## src/design/mis_pkg.sv

```systemverilog
// constants shared by the measurement i/o sequencer modules
package mis_pkg;
  // clock and time base
  localparam int CLK_PERIOD_NS  = 10;
  localparam int MS_NS          = 1000000;
  localparam int CYC_PER_MS     = MS_NS / CLK_PERIOD_NS;
  localparam int DEBOUNCE_NS    = 100000;
  localparam int DEBOUNCE_CYC   = DEBOUNCE_NS / CLK_PERIOD_NS;

  // strobe setting range in milliseconds
  localparam int         MS_W       = 10;
  localparam logic [9:0] MS_MIN     = 10'h001;
  localparam logic [9:0] MS_MAX     = 10'h3E7;
  localparam logic [9:0] DELAY_RST  = 10'h001;
  localparam logic [9:0] WIDTH_RST  = 10'h001;

  // register byte offsets
  localparam logic [7:0] OFS_CTRL   = 8'h00;
  localparam logic [7:0] OFS_DELAY  = 8'h04;
  localparam logic [7:0] OFS_WIDTH  = 8'h08;
  localparam logic [7:0] OFS_STATUS = 8'h0C;
  localparam logic [7:0] OFS_ISTAT  = 8'h10;
  localparam logic [7:0] OFS_IMASK  = 8'h14;

  // control fields
  localparam int CTRL_EXT_TRIG = 0;
  localparam int CTRL_IO_MODE  = 1;
  localparam int CTRL_TILT     = 2;
  localparam logic [2:0] CTRL_RST = 3'h0;

  // interrupt event bits
  localparam int IRQ_N         = 5;
  localparam int EV_START      = 0;
  localparam int EV_IGNORED    = 1;
  localparam int EV_JUDGED     = 2;
  localparam int EV_CAPTURED   = 3;
  localparam int EV_ZERO       = 4;

  // debounced input indices
  localparam int IN_N          = 5;
  localparam int IN_TRIG_HV    = 0;
  localparam int IN_TRIG_LV    = 1;
  localparam int IN_HOLD       = 2;
  localparam int IN_ZERO       = 3;
  localparam int IN_LASER      = 4;

  localparam logic [1:0] RESP_OKAY   = 2'h0;
  localparam logic [1:0] RESP_SLVERR = 2'h2;

  typedef enum logic [1:0] {
    MIS_ST_IDLE  = 2'b00,
    MIS_ST_DELAY = 2'b01,
    MIS_ST_PULSE = 2'b10
  } mis_strobe_state_e;
endpackage : mis_pkg

```

## src/design/mis_strobe_if.sv

```systemverilog
// carrier between the sequencer and its strobe generator
`timescale 1ns/1ps
`default_nettype none
interface mis_strobe_if;
  logic       start;
  logic       pass_in;
  logic [9:0] delay_ms;
  logic [9:0] width_ms;
  logic       strobe;
  logic       pass_out;
  logic       active;

  modport ctrl (output start, output pass_in, output delay_ms, output width_ms,
                input strobe, input pass_out, input active);
  modport gen  (input start, input pass_in, input delay_ms, input width_ms,
                output strobe, output pass_out, output active);
endinterface : mis_strobe_if
`default_nettype wire

```

## src/design/measurement_io_sequencer.sv

```systemverilog
// discrete i/o sequencer of the measurement unit with an axi4-lite register slave
// Behaviour
// - Judgment strobe rises only after the configured delay following judgment.
// - Result output high for OK, low for NG.
// - New start triggers are ignored while busy is high.
// - Busy is high from accepted start until image capture completes.
// - Internal mode with hold keeps measuring; only reporting changes.
// - Hold in internal I/O-request mode sends the preceding result once.
// - Hold in internal stream mode suppresses all result transmissions.
// - External trigger mode ignores the hold input completely.
// - Zero input sets or resets the measurement origin.
// - In offset-tilt measurement the zero input toggles the judgment criterion.
// - Either trigger input driven high starts a measurement.
// - Trigger inputs act only in external trigger mode.
// - Laser emission enabled while the laser pair is shorted.
// - Strobe delay setting ranges 1 to 999.
// - Strobe width setting ranges 1 to 999.
// - Low-voltage trigger starts on its rising edge, not its level.
//
// Design decisions made here: the register addresses and register access over AXI4-Lite.
`timescale 1ns/1ps
`default_nettype none
module measurement_io_sequencer #(
  parameter int CYC_PER_MS   = mis_pkg::CYC_PER_MS,
  parameter int DEBOUNCE_CYC = mis_pkg::DEBOUNCE_CYC
) (
  input  wire logic        aclk,
  input  wire logic        aresetn,
  // axi4-lite slave
  input  wire logic [7:0]  s_axi_awaddr,
  input  wire logic        s_axi_awvalid,
  output logic             s_axi_awready,
  input  wire logic [31:0] s_axi_wdata,
  input  wire logic [3:0]  s_axi_wstrb,
  input  wire logic        s_axi_wvalid,
  output logic             s_axi_wready,
  output logic [1:0]       s_axi_bresp,
  output logic             s_axi_bvalid,
  input  wire logic        s_axi_bready,
  input  wire logic [7:0]  s_axi_araddr,
  input  wire logic        s_axi_arvalid,
  output logic             s_axi_arready,
  output logic [31:0]      s_axi_rdata,
  output logic [1:0]       s_axi_rresp,
  output logic             s_axi_rvalid,
  input  wire logic        s_axi_rready,
  // controller-side discrete inputs
  input  wire logic        start_in_high_volt,
  input  wire logic        start_in_low_volt,
  input  wire logic        hold_in,
  input  wire logic        zero_in,
  input  wire logic        laser_pair_shorted,
  // discrete outputs to the controller
  output logic             judgment_strobe,
  output logic             judgment_pass,
  output logic             capture_in_progress,
  // measurement core side
  input  wire logic        capture_done,
  input  wire logic        judge_done,
  input  wire logic        judge_ok,
  input  wire logic        result_valid,
  output logic             meas_start,
  output logic             laser_enable,
  output logic             origin_set,
  output logic             criterion_toggle,
  output logic             criterion_sel,
  output logic             report_send,
  output logic             report_resend_held,
  output logic             irq
);

  // ---------------- input conditioning ----------------
  logic [mis_pkg::IN_N-1:0] raw_in;
  logic [mis_pkg::IN_N-1:0] deb;
  logic [mis_pkg::IN_N-1:0] deb_prev_q;

  assign raw_in = {laser_pair_shorted, zero_in, hold_in, start_in_low_volt, start_in_high_volt};

  // filter keeps contact bounce from firing several starts
  mis_debounce #(
    .W      (mis_pkg::IN_N),
    .CYCLES (DEBOUNCE_CYC)
  ) u_debounce (
    .aclk    (aclk),
    .aresetn (aresetn),
    .raw     (raw_in),
    .clean   (deb)
  );

  // previous filtered levels for edge detection
  always_ff @(posedge aclk) begin
    if (!aresetn) begin
      deb_prev_q <= '0;
    end else begin
      deb_prev_q <= deb;
    end
  end

  // ---------------- registers ----------------
  logic [2:0]               ctrl_q;
  logic [9:0]               delay_q;
  logic [9:0]               width_q;
  logic [mis_pkg::IRQ_N-1:0] istat_q;
  logic [mis_pkg::IRQ_N-1:0] imask_q;
  logic [mis_pkg::IRQ_N-1:0] events;
  logic                     ext_mode;
  logic                     io_mode;
  logic                     tilt_mode;

  assign ext_mode  = ctrl_q[mis_pkg::CTRL_EXT_TRIG];
  assign io_mode   = ctrl_q[mis_pkg::CTRL_IO_MODE];
  assign tilt_mode = ctrl_q[mis_pkg::CTRL_TILT];

  // ---------------- trigger and busy ----------------
  logic trig_req;
  logic start_ok;

  // high-volt input acts on level, low-volt input only on its rising edge
  assign trig_req = deb[mis_pkg::IN_TRIG_HV]
                  | (deb[mis_pkg::IN_TRIG_LV] & ~deb_prev_q[mis_pkg::IN_TRIG_LV]);
  assign start_ok = trig_req & ext_mode & ~capture_in_progress;

  // start pulse to the core
  always_ff @(posedge aclk) begin
    if (!aresetn) begin
      meas_start <= 1'b0;
    end else begin
      meas_start <= start_ok;
    end
  end

  // busy spans start through capture; a start in the same cycle wins
  always_ff @(posedge aclk) begin
    if (!aresetn) begin
      capture_in_progress <= 1'b0;
    end else if (start_ok) begin
      capture_in_progress <= 1'b1;
    end else if (capture_done) begin
      capture_in_progress <= 1'b0;
    end
  end

  // ---------------- strobe and result ----------------
  mis_strobe_if sif ();

  assign sif.start    = judge_done;
  assign sif.pass_in  = judge_ok;
  assign sif.delay_ms = delay_q;
  assign sif.width_ms = width_q;

  mis_strobe_gen #(
    .CYC_PER_MS (CYC_PER_MS)
  ) u_strobe (
    .aclk    (aclk),
    .aresetn (aresetn),
    .sif     (sif.gen)
  );

  // re-register so the pins come from flops in this module
  always_ff @(posedge aclk) begin
    if (!aresetn) begin
      judgment_strobe <= 1'b0;
      judgment_pass   <= 1'b0;
    end else begin
      judgment_strobe <= sif.strobe;
      judgment_pass   <= sif.pass_out;
    end
  end

  // ---------------- hold and reporting ----------------
  logic hold_eff;
  logic held_sent_q;

  // hold only counts in internal mode
  assign hold_eff  = deb[mis_pkg::IN_HOLD] & ~ext_mode;

  // measuring never stops; only the report path is gated
  always_ff @(posedge aclk) begin
    if (!aresetn) begin
      report_send        <= 1'b0;
      report_resend_held <= 1'b0;
      held_sent_q        <= 1'b0;
    end else begin
      report_send        <= result_valid & ~hold_eff;
      report_resend_held <= hold_eff & io_mode & ~held_sent_q;
      if (!hold_eff) begin
        held_sent_q <= 1'b0;
      end else if (io_mode) begin
        held_sent_q <= 1'b1;
      end
    end
  end

  // ---------------- zero set and laser ----------------
  logic zero_rise;

  assign zero_rise = deb[mis_pkg::IN_ZERO] & ~deb_prev_q[mis_pkg::IN_ZERO];

  // zero input means origin normally, criterion swap in offset tilt
  always_ff @(posedge aclk) begin
    if (!aresetn) begin
      origin_set       <= 1'b0;
      criterion_toggle <= 1'b0;
      criterion_sel    <= 1'b0;
    end else begin
      origin_set       <= zero_rise & ~tilt_mode;
      criterion_toggle <= zero_rise & tilt_mode;
      if (zero_rise && tilt_mode) begin
        criterion_sel <= ~criterion_sel;
      end
    end
  end

  // laser follows the filtered contact state
  always_ff @(posedge aclk) begin
    if (!aresetn) begin
      laser_enable <= 1'b0;
    end else begin
      laser_enable <= deb[mis_pkg::IN_LASER];
    end
  end

  // ---------------- interrupt events ----------------
  always_comb begin
    events                       = '0;
    events[mis_pkg::EV_START]    = start_ok;
    events[mis_pkg::EV_IGNORED]  = trig_req & ~start_ok;
    events[mis_pkg::EV_JUDGED]   = judge_done;
    events[mis_pkg::EV_CAPTURED] = capture_done;
    events[mis_pkg::EV_ZERO]     = zero_rise;
  end

  // ---------------- axi4-lite write path ----------------
  logic       aw_hs;
  logic       w_hs;
  logic       aw_got_q;
  logic       w_got_q;
  logic [7:0] awaddr_q;
  logic [31:0] wdata_q;
  logic [3:0] wstrb_q;
  logic       commit;
  logic       wr_hit;
  logic [9:0] wr_ms;

  assign aw_hs  = s_axi_awvalid & s_axi_awready;
  assign w_hs   = s_axi_wvalid & s_axi_wready;
  assign commit = aw_got_q & w_got_q & ~s_axi_bvalid;
  assign wr_hit = (awaddr_q == mis_pkg::OFS_CTRL)  | (awaddr_q == mis_pkg::OFS_DELAY)
                | (awaddr_q == mis_pkg::OFS_WIDTH) | (awaddr_q == mis_pkg::OFS_ISTAT)
                | (awaddr_q == mis_pkg::OFS_IMASK);

  // millisecond settings are clamped into 1..999
  always_comb begin
    wr_ms = wdata_q[9:0];
    if (wdata_q[31:10] != '0 || wr_ms > mis_pkg::MS_MAX) begin
      wr_ms = mis_pkg::MS_MAX;
    end else if (wr_ms < mis_pkg::MS_MIN) begin
      wr_ms = mis_pkg::MS_MIN;
    end
  end

  // address and data are captured independently, in either order
  always_ff @(posedge aclk) begin
    if (!aresetn) begin
      aw_got_q <= 1'b0;
      w_got_q  <= 1'b0;
      awaddr_q <= '0;
      wdata_q  <= '0;
      wstrb_q  <= '0;
    end else begin
      if (aw_hs) begin
        aw_got_q <= 1'b1;
        awaddr_q <= s_axi_awaddr;
      end else if (commit) begin
        aw_got_q <= 1'b0;
      end
      if (w_hs) begin
        w_got_q <= 1'b1;
        wdata_q <= s_axi_wdata;
        wstrb_q <= s_axi_wstrb;
      end else if (commit) begin
        w_got_q <= 1'b0;
      end
    end
  end

  // ready is re-offered only once the channel has drained
  always_ff @(posedge aclk) begin
    if (!aresetn) begin
      s_axi_awready <= 1'b0;
      s_axi_wready  <= 1'b0;
    end else begin
      s_axi_awready <= ~(aw_got_q | aw_hs) | commit;
      s_axi_wready  <= ~(w_got_q | w_hs) | commit;
      if (aw_hs) begin
        s_axi_awready <= 1'b0;
      end
      if (w_hs) begin
        s_axi_wready <= 1'b0;
      end
    end
  end

  // write response
  always_ff @(posedge aclk) begin
    if (!aresetn) begin
      s_axi_bvalid <= 1'b0;
      s_axi_bresp  <= mis_pkg::RESP_OKAY;
    end else if (commit) begin
      s_axi_bvalid <= 1'b1;
      s_axi_bresp  <= wr_hit ? mis_pkg::RESP_OKAY : mis_pkg::RESP_SLVERR;
    end else if (s_axi_bready) begin
      s_axi_bvalid <= 1'b0;
    end
  end

  // configuration registers; byte lane 0 carries all control bits
  always_ff @(posedge aclk) begin
    if (!aresetn) begin
      ctrl_q  <= mis_pkg::CTRL_RST;
      delay_q <= mis_pkg::DELAY_RST;
      width_q <= mis_pkg::WIDTH_RST;
      imask_q <= '0;
    end else if (commit) begin
      if (awaddr_q == mis_pkg::OFS_CTRL && wstrb_q[0]) begin
        ctrl_q <= wdata_q[2:0];
      end
      if (awaddr_q == mis_pkg::OFS_DELAY && wstrb_q[1:0] == 2'h3) begin
        delay_q <= wr_ms;
      end
      if (awaddr_q == mis_pkg::OFS_WIDTH && wstrb_q[1:0] == 2'h3) begin
        width_q <= wr_ms;
      end
      if (awaddr_q == mis_pkg::OFS_IMASK && wstrb_q[0]) begin
        imask_q <= wdata_q[mis_pkg::IRQ_N-1:0];
      end
    end
  end

  // sticky status; a new event beats a write-one-to-clear in the same cycle
  always_ff @(posedge aclk) begin
    if (!aresetn) begin
      istat_q <= '0;
    end else if (commit && awaddr_q == mis_pkg::OFS_ISTAT && wstrb_q[0]) begin
      istat_q <= (istat_q & ~wdata_q[mis_pkg::IRQ_N-1:0]) | events;
    end else begin
      istat_q <= istat_q | events;
    end
  end

  // level interrupt from unmasked sticky bits
  always_ff @(posedge aclk) begin
    if (!aresetn) begin
      irq <= 1'b0;
    end else begin
      irq <= |(istat_q & imask_q);
    end
  end

  // ---------------- axi4-lite read path ----------------
  logic        ar_hs;
  logic [31:0] rd_val;
  logic        rd_hit;

  assign ar_hs = s_axi_arvalid & s_axi_arready;

  // read mux; reserved bits read zero
  always_comb begin
    rd_val = '0;
    rd_hit = 1'b1;
    case (s_axi_araddr)
      mis_pkg::OFS_CTRL:   rd_val[2:0] = ctrl_q;
      mis_pkg::OFS_DELAY:  rd_val[9:0] = delay_q;
      mis_pkg::OFS_WIDTH:  rd_val[9:0] = width_q;
      mis_pkg::OFS_STATUS: rd_val[6:0] = {criterion_sel, laser_enable, hold_eff, sif.active,
                                          judgment_pass, judgment_strobe, capture_in_progress};
      mis_pkg::OFS_ISTAT:  rd_val[mis_pkg::IRQ_N-1:0] = istat_q;
      mis_pkg::OFS_IMASK:  rd_val[mis_pkg::IRQ_N-1:0] = imask_q;
      default:             rd_hit = 1'b0;
    endcase
  end

  // single outstanding read, answered the cycle after acceptance
  always_ff @(posedge aclk) begin
    if (!aresetn) begin
      s_axi_arready <= 1'b0;
      s_axi_rvalid  <= 1'b0;
      s_axi_rdata   <= '0;
      s_axi_rresp   <= mis_pkg::RESP_OKAY;
    end else if (ar_hs) begin
      s_axi_arready <= 1'b0;
      s_axi_rvalid  <= 1'b1;
      s_axi_rdata   <= rd_val;
      s_axi_rresp   <= rd_hit ? mis_pkg::RESP_OKAY : mis_pkg::RESP_SLVERR;
    end else if (s_axi_rvalid) begin
      if (s_axi_rready) begin
        s_axi_rvalid  <= 1'b0;
        s_axi_arready <= 1'b1;
      end
    end else begin
      s_axi_arready <= 1'b1;
    end
  end

endmodule : measurement_io_sequencer
`default_nettype wire

```

## src/design/mis_debounce.sv

```systemverilog
// two-flop synchroniser and stability filter, one lane per input
`timescale 1ns/1ps
`default_nettype none
module mis_debounce #(
  parameter int W      = 5,
  parameter int CYCLES = 10000
) (
  input  wire logic         aclk,
  input  wire logic         aresetn,
  input  wire logic [W-1:0] raw,
  output logic      [W-1:0] clean
);
  localparam int CW = $clog2(CYCLES + 1);

  genvar i;
  generate
    for (i = 0; i < W; i++) begin : g_lane
      logic          meta_q;
      logic          sync_q;
      logic [CW-1:0] cnt_q;
      // first flop feeds only the second
      always_ff @(posedge aclk) begin
        if (!aresetn) begin
          meta_q <= 1'b0;
          sync_q <= 1'b0;
        end else begin
          meta_q <= raw[i];
          sync_q <= meta_q;
        end
      end
      // level must hold for the whole window before it is believed
      always_ff @(posedge aclk) begin
        if (!aresetn) begin
          cnt_q    <= '0;
          clean[i] <= 1'b0;
        end else if (sync_q == clean[i]) begin
          cnt_q <= '0;
        end else if (cnt_q == CW'(CYCLES - 1)) begin
          cnt_q    <= '0;
          clean[i] <= sync_q;
        end else begin
          cnt_q <= cnt_q + 1'b1;
        end
      end
    end
  endgenerate
endmodule : mis_debounce
`default_nettype wire

```

## src/design/mis_strobe_gen.sv

```systemverilog
// delayed judgment strobe with programmable delay and width in ms
`timescale 1ns/1ps
`default_nettype none
module mis_strobe_gen #(
  parameter int CYC_PER_MS = mis_pkg::CYC_PER_MS
) (
  input  wire logic aclk,
  input  wire logic aresetn,
  mis_strobe_if.gen sif
);
  localparam int TW = $clog2(CYC_PER_MS + 1);

  mis_pkg::mis_strobe_state_e state_q;
  logic [TW-1:0]              tick_q;
  logic [9:0]                 ms_q;
  logic [9:0]                 width_q;
  logic                       tick;

  assign tick = (tick_q == TW'(CYC_PER_MS - 1));

  // result is latched at judgment so it settles before the strobe
  always_ff @(posedge aclk) begin
    if (!aresetn) begin
      sif.pass_out <= 1'b0;
    end else if (sif.start) begin
      sif.pass_out <= sif.pass_in;
    end
  end

  // a new judgment restarts the sequence; late strobes would mislabel results
  always_ff @(posedge aclk) begin
    if (!aresetn) begin
      state_q    <= mis_pkg::MIS_ST_IDLE;
      tick_q     <= '0;
      ms_q       <= '0;
      width_q    <= '0;
      sif.strobe <= 1'b0;
    end else if (sif.start) begin
      state_q    <= mis_pkg::MIS_ST_DELAY;
      tick_q     <= '0;
      ms_q       <= sif.delay_ms;
      width_q    <= sif.width_ms;
      sif.strobe <= 1'b0;
    end else begin
      tick_q <= (tick || state_q == mis_pkg::MIS_ST_IDLE) ? '0 : tick_q + 1'b1;
      case (state_q)
        mis_pkg::MIS_ST_DELAY: begin
          if (tick) begin
            if (ms_q <= mis_pkg::MS_MIN) begin
              state_q    <= mis_pkg::MIS_ST_PULSE;
              ms_q       <= width_q;
              sif.strobe <= 1'b1;
            end else begin
              ms_q <= ms_q - 1'b1;
            end
          end
        end
        mis_pkg::MIS_ST_PULSE: begin
          if (tick) begin
            if (ms_q <= mis_pkg::MS_MIN) begin
              state_q    <= mis_pkg::MIS_ST_IDLE;
              sif.strobe <= 1'b0;
            end else begin
              ms_q <= ms_q - 1'b1;
            end
          end
        end
        default: begin
          state_q <= mis_pkg::MIS_ST_IDLE;
        end
      endcase
    end
  end

  assign sif.active = (state_q != mis_pkg::MIS_ST_IDLE);
endmodule : mis_strobe_gen
`default_nettype wire

```

## config.mk

```make
export PLATFORM = sky130hd
export DESIGN_NAME = measurement_io_sequencer
export DESIGN_NICKNAME = d
export VERILOG_FILES = /design/src/design/mis_pkg.sv /design/src/design/mis_strobe_if.sv /design/src/design/measurement_io_sequencer.sv /design/src/design/mis_debounce.sv /design/src/design/mis_strobe_gen.sv
export SDC_FILE = /design/constraint.sdc
export NUM_CORES = 1
export LEC_CHECK = 0
export BUFFER_PORTS_ARGS = -buffer_cell sky130_fd_sc_hd__clkbuf_2
export CORE_MARGIN = 2
export CORE_UTILIZATION = 52
export DETAILED_ROUTE_END_ITERATION = 10
export PLACE_DENSITY = 0.73
export RECOVER_POWER = 50
export SLEW_MARGIN = 20
export SYNTH_ARGS = -nofsm -noshare
export SYNTH_HDL_FRONTEND = slang
export SYNTH_SLANG_ARGS = --single-unit
```

## constraint.sdc

```tcl
create_clock -name aclk -period 2.25 [get_ports aclk]
set_input_delay 0.225 -clock aclk [delete_from_list [all_inputs] [get_ports aclk]]
set_output_delay 0.225 -clock aclk [all_outputs]
set_load 0.05 [all_outputs]
```

### Yosys cells after proc, flatten, opt, wreduce, memory -nomap -nowiden

Cells that the tools add are included.

* add/sub/neg operators: 7
* multiply operators: 0
* div/mod/pow operators: 0
* order comparisons: 3
* eq/ne operators: 33
* shifts and indexed selects: 0
* mux-type cells: 39
* bitwise gates (word level): 48
* reduce and logical (&&, ||, !) cells: 46

Operators by type and width (count)
* $add 14x1->14 const B: 5
* $eq 14x14->1 const B: 5
* $mux 10: 7
* $eq 8x5->1 const B: 4
* $eq 8x4->1 const B: 3
* $reduce_bool 22->1: 1
* $pmux 10 s2: 1
* $reduce_and 2->1: 10
* $mux 1: 18
* $not 1->1: 18
* $pmux 3 s6: 1
* $reduce_or 3->1: 6
* $add 17x1->17 const B: 1
* $eq 17x17->1 const B: 1
* $and 1x1->1: 16
* $eq 8x3->1 const B: 2
* $logic_not 8->1: 2
* $mux 2: 6
* $ne 3x2->1 const B: 4
* $reduce_and 4->1: 3
* $reduce_bool 2->1: 6
* $and 5x5->5: 2
* $gt 10x10->1 const B: 1
* $le 10x1->1 const B: 1
* other kinds (24): 52

* register bits: 238
* latch bits: 0
* memory bits (writable): 0
* bits in read-only memories: 0
* input port bits: 68
* output and inout bits: 52
* logic and storage cells: 234
* memories kept: 0

### Logic depth before layout (Yosys ltp)

* depth in word-level cells: 9
* depth in mapped cells: 9

### Hierarchy

From an unflattened synthesis, not the netlist that was laid out.

* cell total of the unflattened synthesis: 1133
* area total of the unflattened synthesis: 10087.2 µm²

By module, submodules not included
* measurement_io_sequencer: instances 1, cells each 511, area an instance 4478.0 µm², sequential area each 2162.1 µm²
* mis_debounce: instances 1, cells each 381, area an instance 3523.4 µm², sequential area each 1701.6 µm²
* mis_strobe_gen: instances 1, cells each 241, area an instance 2085.8 µm², sequential area each 820.8 µm²

### Worst setup path before layout

No wires, ideal clock.

* kind: register to register
* start: register u_strobe.ms_q[3]
* end: register u_strobe.ms_q[7]
* library setup time: 0.118 ns
* arrival: 2.111 ns
* path slack: 0.021 ns
* stages on the path, launching flop included: 8
* path buffers: 2
* cell sequence: dfxtp_1 > or4_1 > buf_2 > or4_4 > buf_6 > a2bb2oi_1 > or3_1 > o2111a_1

* word-level cells in the longest chain between the ends: 5

RTL lines
* start, declared: line mis_strobe_gen.sv:15 `logic [9:0] ms_q;`
* start signal, assigned: line mis_strobe_gen.sv:41 `ms_q <= sif.delay_ms;`
* start signal, assigned: line mis_strobe_gen.sv:51 `ms_q <= width_q;`
* start signal, assigned: line mis_strobe_gen.sv:54 `ms_q <= ms_q - 1'b1;`
* $sub 10x1->10 or $le 10x1->1 (tied branches)
* $mux 10, on equally long branches: line mis_strobe_gen.sv:60, mis_strobe_gen.sv:49
* $mux 10, on equally long branches: line mis_strobe_gen.sv:59, mis_strobe_gen.sv:48
* $pmux 10 s2: line mis_strobe_gen.sv:46 `case (state_q)`
* $mux 10: line mis_strobe_gen.sv:38 `end else if (sif.start) begin`

Several ways; a longest one is shown, not always the timed one. The select of a mux whose other input is x is not followed.
A chain may end at the register's enable or synchronous reset.

### Final worst setup path

* start: register u_strobe.ms_q[4]
* end: register u_strobe.ms_q[4]

Same word-level chain as after synthesis.

==> reports/qor.yml <==
start_util_pct: 52.5
routedWlPerCell_um: 14.4
power_density_mw_per_mm2: 800
pwr-share-seq_pct: 45.8
drv_cap: 0
clkSlewWorstSetupHoldPaths_ps: 60
viasPerCell: 5.26
start_kind: "flip-flop"
synth_ff_type: "dfxtp_1"
syn_avg_cell_area_um2: 8.69
synth-edff-count: 0
firstDrtPassIters: 5
path_cells: "or4_1, or4_4, buf_4, a211o_1, a31oi_1"
fin_crit_sh_pct: 96.5
slew_headroom_pct: 22.4
ys_warn_count: 0
status: "finished, final reports clean"
root_buffer: "clkbuf_16"
synth.area.top_cells: "dfxtp_1 (48%), nor2_1 (6.8%), nand2_1 (4.8%)"
io_pins: 120
peakVddDrop_mv: 0.560
cpPeakStageDelay_ps: 580
place.gp.congestion: 0.863
fp-row-count: 50
worstPathRequired_ps: 2690
endpoint_kind: "flip-flop"
antenna_found_initial: 0
die_area_mm2: 0.0198
grt_max_degree: 102
synth_cell_types: 61
synth_area_mm2: 0.00973
clock_sinks: 234
p_int_mw: 7.16
clockPowerShare_pct: 46.1
rsz0062_at_grt: "false"
hp-class: "input port to flip-flop"
cp_max_fo: 10
slew_violations: 0
skew_ps: 11.9
placed_cells: 1413
crit_slowest_cell: "or4_4"
cts_tree: "yes"
synth_area_leader_cell: "dfxtp_1"
top_layer: "met4"
clk_latency_ps: 520
hold_violations: 0
worstMarginPinSlew_ps: 1160
path_buf_inv: 1
met2_length_um: 10400
setup_viol: 0
grt_pass1_vias: 7551
synth_seq_cells: 234
path_delay_family: "simple AND/OR/NAND/NOR gates"
final_common_cell: "dfxtp_1"
cts_inserted_buffers: 25
fp.dieH_um: 141
postSynthCellCount: 1119
p_leak_nw: 4.45
comb_power_share_pct: 8.1
drive_above_1_share_pct: 11.7
syn2layout_area_growth_pct: 20.7
route.final.wire_length_um: 21700
async_reset_ff_share_pct: 0
fin_ws_ps: 79.3
layoutNonFillerInstCount: 1512
drt.antenna.violating_nets: 0
cp.arrival_ps: 2610
grt_pass1_wl_um: 36200
max-clock-path-buffers: 3
antennaDiodeCount: 0
dr_total_vias: 7950
fill_cells: 1572
drc: 0
fmax_mhz: 461
met3_length_um: 882
htreeDepth: 1
path_class: "flip-flop to flip-flop"
die_w_um: 141
power.switching_mw: 2.23
sw_frac_of_total_pct: 23.8
mostFrequentLayoutCells: "dfxtp_1 (234), nor2_1 (175), nand2_1 (124)"
fin_crit_ps: 2170
synth_seq_area_share_pct: 48.2
fin_nets: 1335
io_buffers: 93
grt_usage_pct: 21.7
m1WireLength_um: 9960
synth_top_area_share_pct: 48.2
grt-ovfl-total: 0
dr.first_iter.drc_count: 395
core_mm2: 0.0185
hpwl_um: 14100
place_ws_ps: -107
path summary, 6_finish.rpt:
path / from / to / slack, ps / cells after the start
setup / recovery: u_strobe.ms_q[4]$_SDFFE_PN0P_ / u_strobe.ms_q[4]$_SDFFE_PN0P_ / 80 / 5
hold / removal: s_axi_araddr[3] / s_axi_rresp[1]$_SDFFE_PN0P_ / 90 / 3
setup reg to reg: u_strobe.ms_q[4]$_SDFFE_PN0P_ / u_strobe.ms_q[4]$_SDFFE_PN0P_ / 80 / 5
hold reg to reg: held_sent_q$_SDFFE_PN0P_ / report_resend_held$_SDFF_PN0_ / 420 / 1
layer usage:
metal,GRT usage [%],vias to the layer above
met5,0,-
met4,6.21,0
met3,2.89,33
met2,37.2,158
met1,28.9,3688
li1,-,4071
synthesized netlist by cell type (10+ instances only):
master,number
dfxtp_1,234
a221oi_1,10
buf_4,24
o21ai_0,22
and2_1,20
nand3_1,56
nand2b_1,10
nand2_1,124
mux2i_1,27
nor4_1,11
inv_1,20
xnor2_1,33
nand4_1,25
clkbuf_1,43
and3_1,19
a21oi_1,75
nor3_1,25
or3_1,10
nor2_1,175
xor2_1,50
a211oi_1,15
tightest hold or removal path, stage by stage:
cell and delay, ps:
clkbuf_2 120, a21oi_1 130, a21oi_1 80
cells by family (layout without fill, tap and decap cells):
group / Yosys count / after routing / synth area share, %
AND/OR/NAND/NOR: 505 / 505 / 24.5
flip-flops: 234 / 234 / 48.2
AO/OA/AOI/OAI: 157 / 157 / 10.1
buffers and inverters: 95 / 231 / 4.78
XOR/XNOR: 83 / 83 / 7.47
multiplexers: 36 / 36 / 3.94
adder cells (fa/ha/maj): 8 / 8 / 1.03
other: 1 / 24 / 0.0385
power by group through the flow:
stage,registers [mW],clock network [mW],logic [mW]
2_1_floorplan,4.44,0,0.473
3_5_place_dp,4.39,0,0.678
3_3_place_gp,4.39,0,0.672
6_report,4.30,4.33,0.760
4_1_cts,4.30,4.41,0.753
5_1_grt,4.31,4.60,0.827
state kept, by name (all words and copies together), names as in the netlist, 8 cells and up:
register                 cells
sif.width_ms                10
s_axi_rdata                 10
delay_q                     10
wdata_q                     32
u_strobe.ms_q               10
u_strobe.tick_q             17
awaddr_q                     8
u_strobe.width_q            10
u_debounce.g_lane.cnt_q     70
final cells by class:
class,instances,area (um2),area share (%)
multi-input combinational,813,4710,40.1
sequential,234,4680,39.9
timing repair buffer,165,1090,9.31
clock buffer,31,698,5.95
tap,234,293,2.49
clock inverter,15,188,1.60
inverter,20,75.1,0.639
what timing repair did:
item                                    in CTS  in global routing
endpoints found under the setup margin       1                  8
endpoints found under the hold margin       52                  0
hold buffers                                52                  0
buffers inserted                             0                  1
gates resized for setup                      1                  6
pin swaps                                    0                  2
through the flow:
step	hold slack [ps]	instance area, um2	util (%)	TNS (ps)	power [mW]
2_1_floorplan	349	9810	-	0	4.91
3_3_place_gp	411	10300	55.9	-46.6	5.06
3_5_place_dp	419	10300	55.9	-107	5.07
4_1_cts	38.9	11800	63.5	0	9.46
5_1_grt	102	11700	63.4	0	9.73
6_report	88.0	11700	63.4	0	9.39
Note: power is estimated with default switching activity, not from simulation.
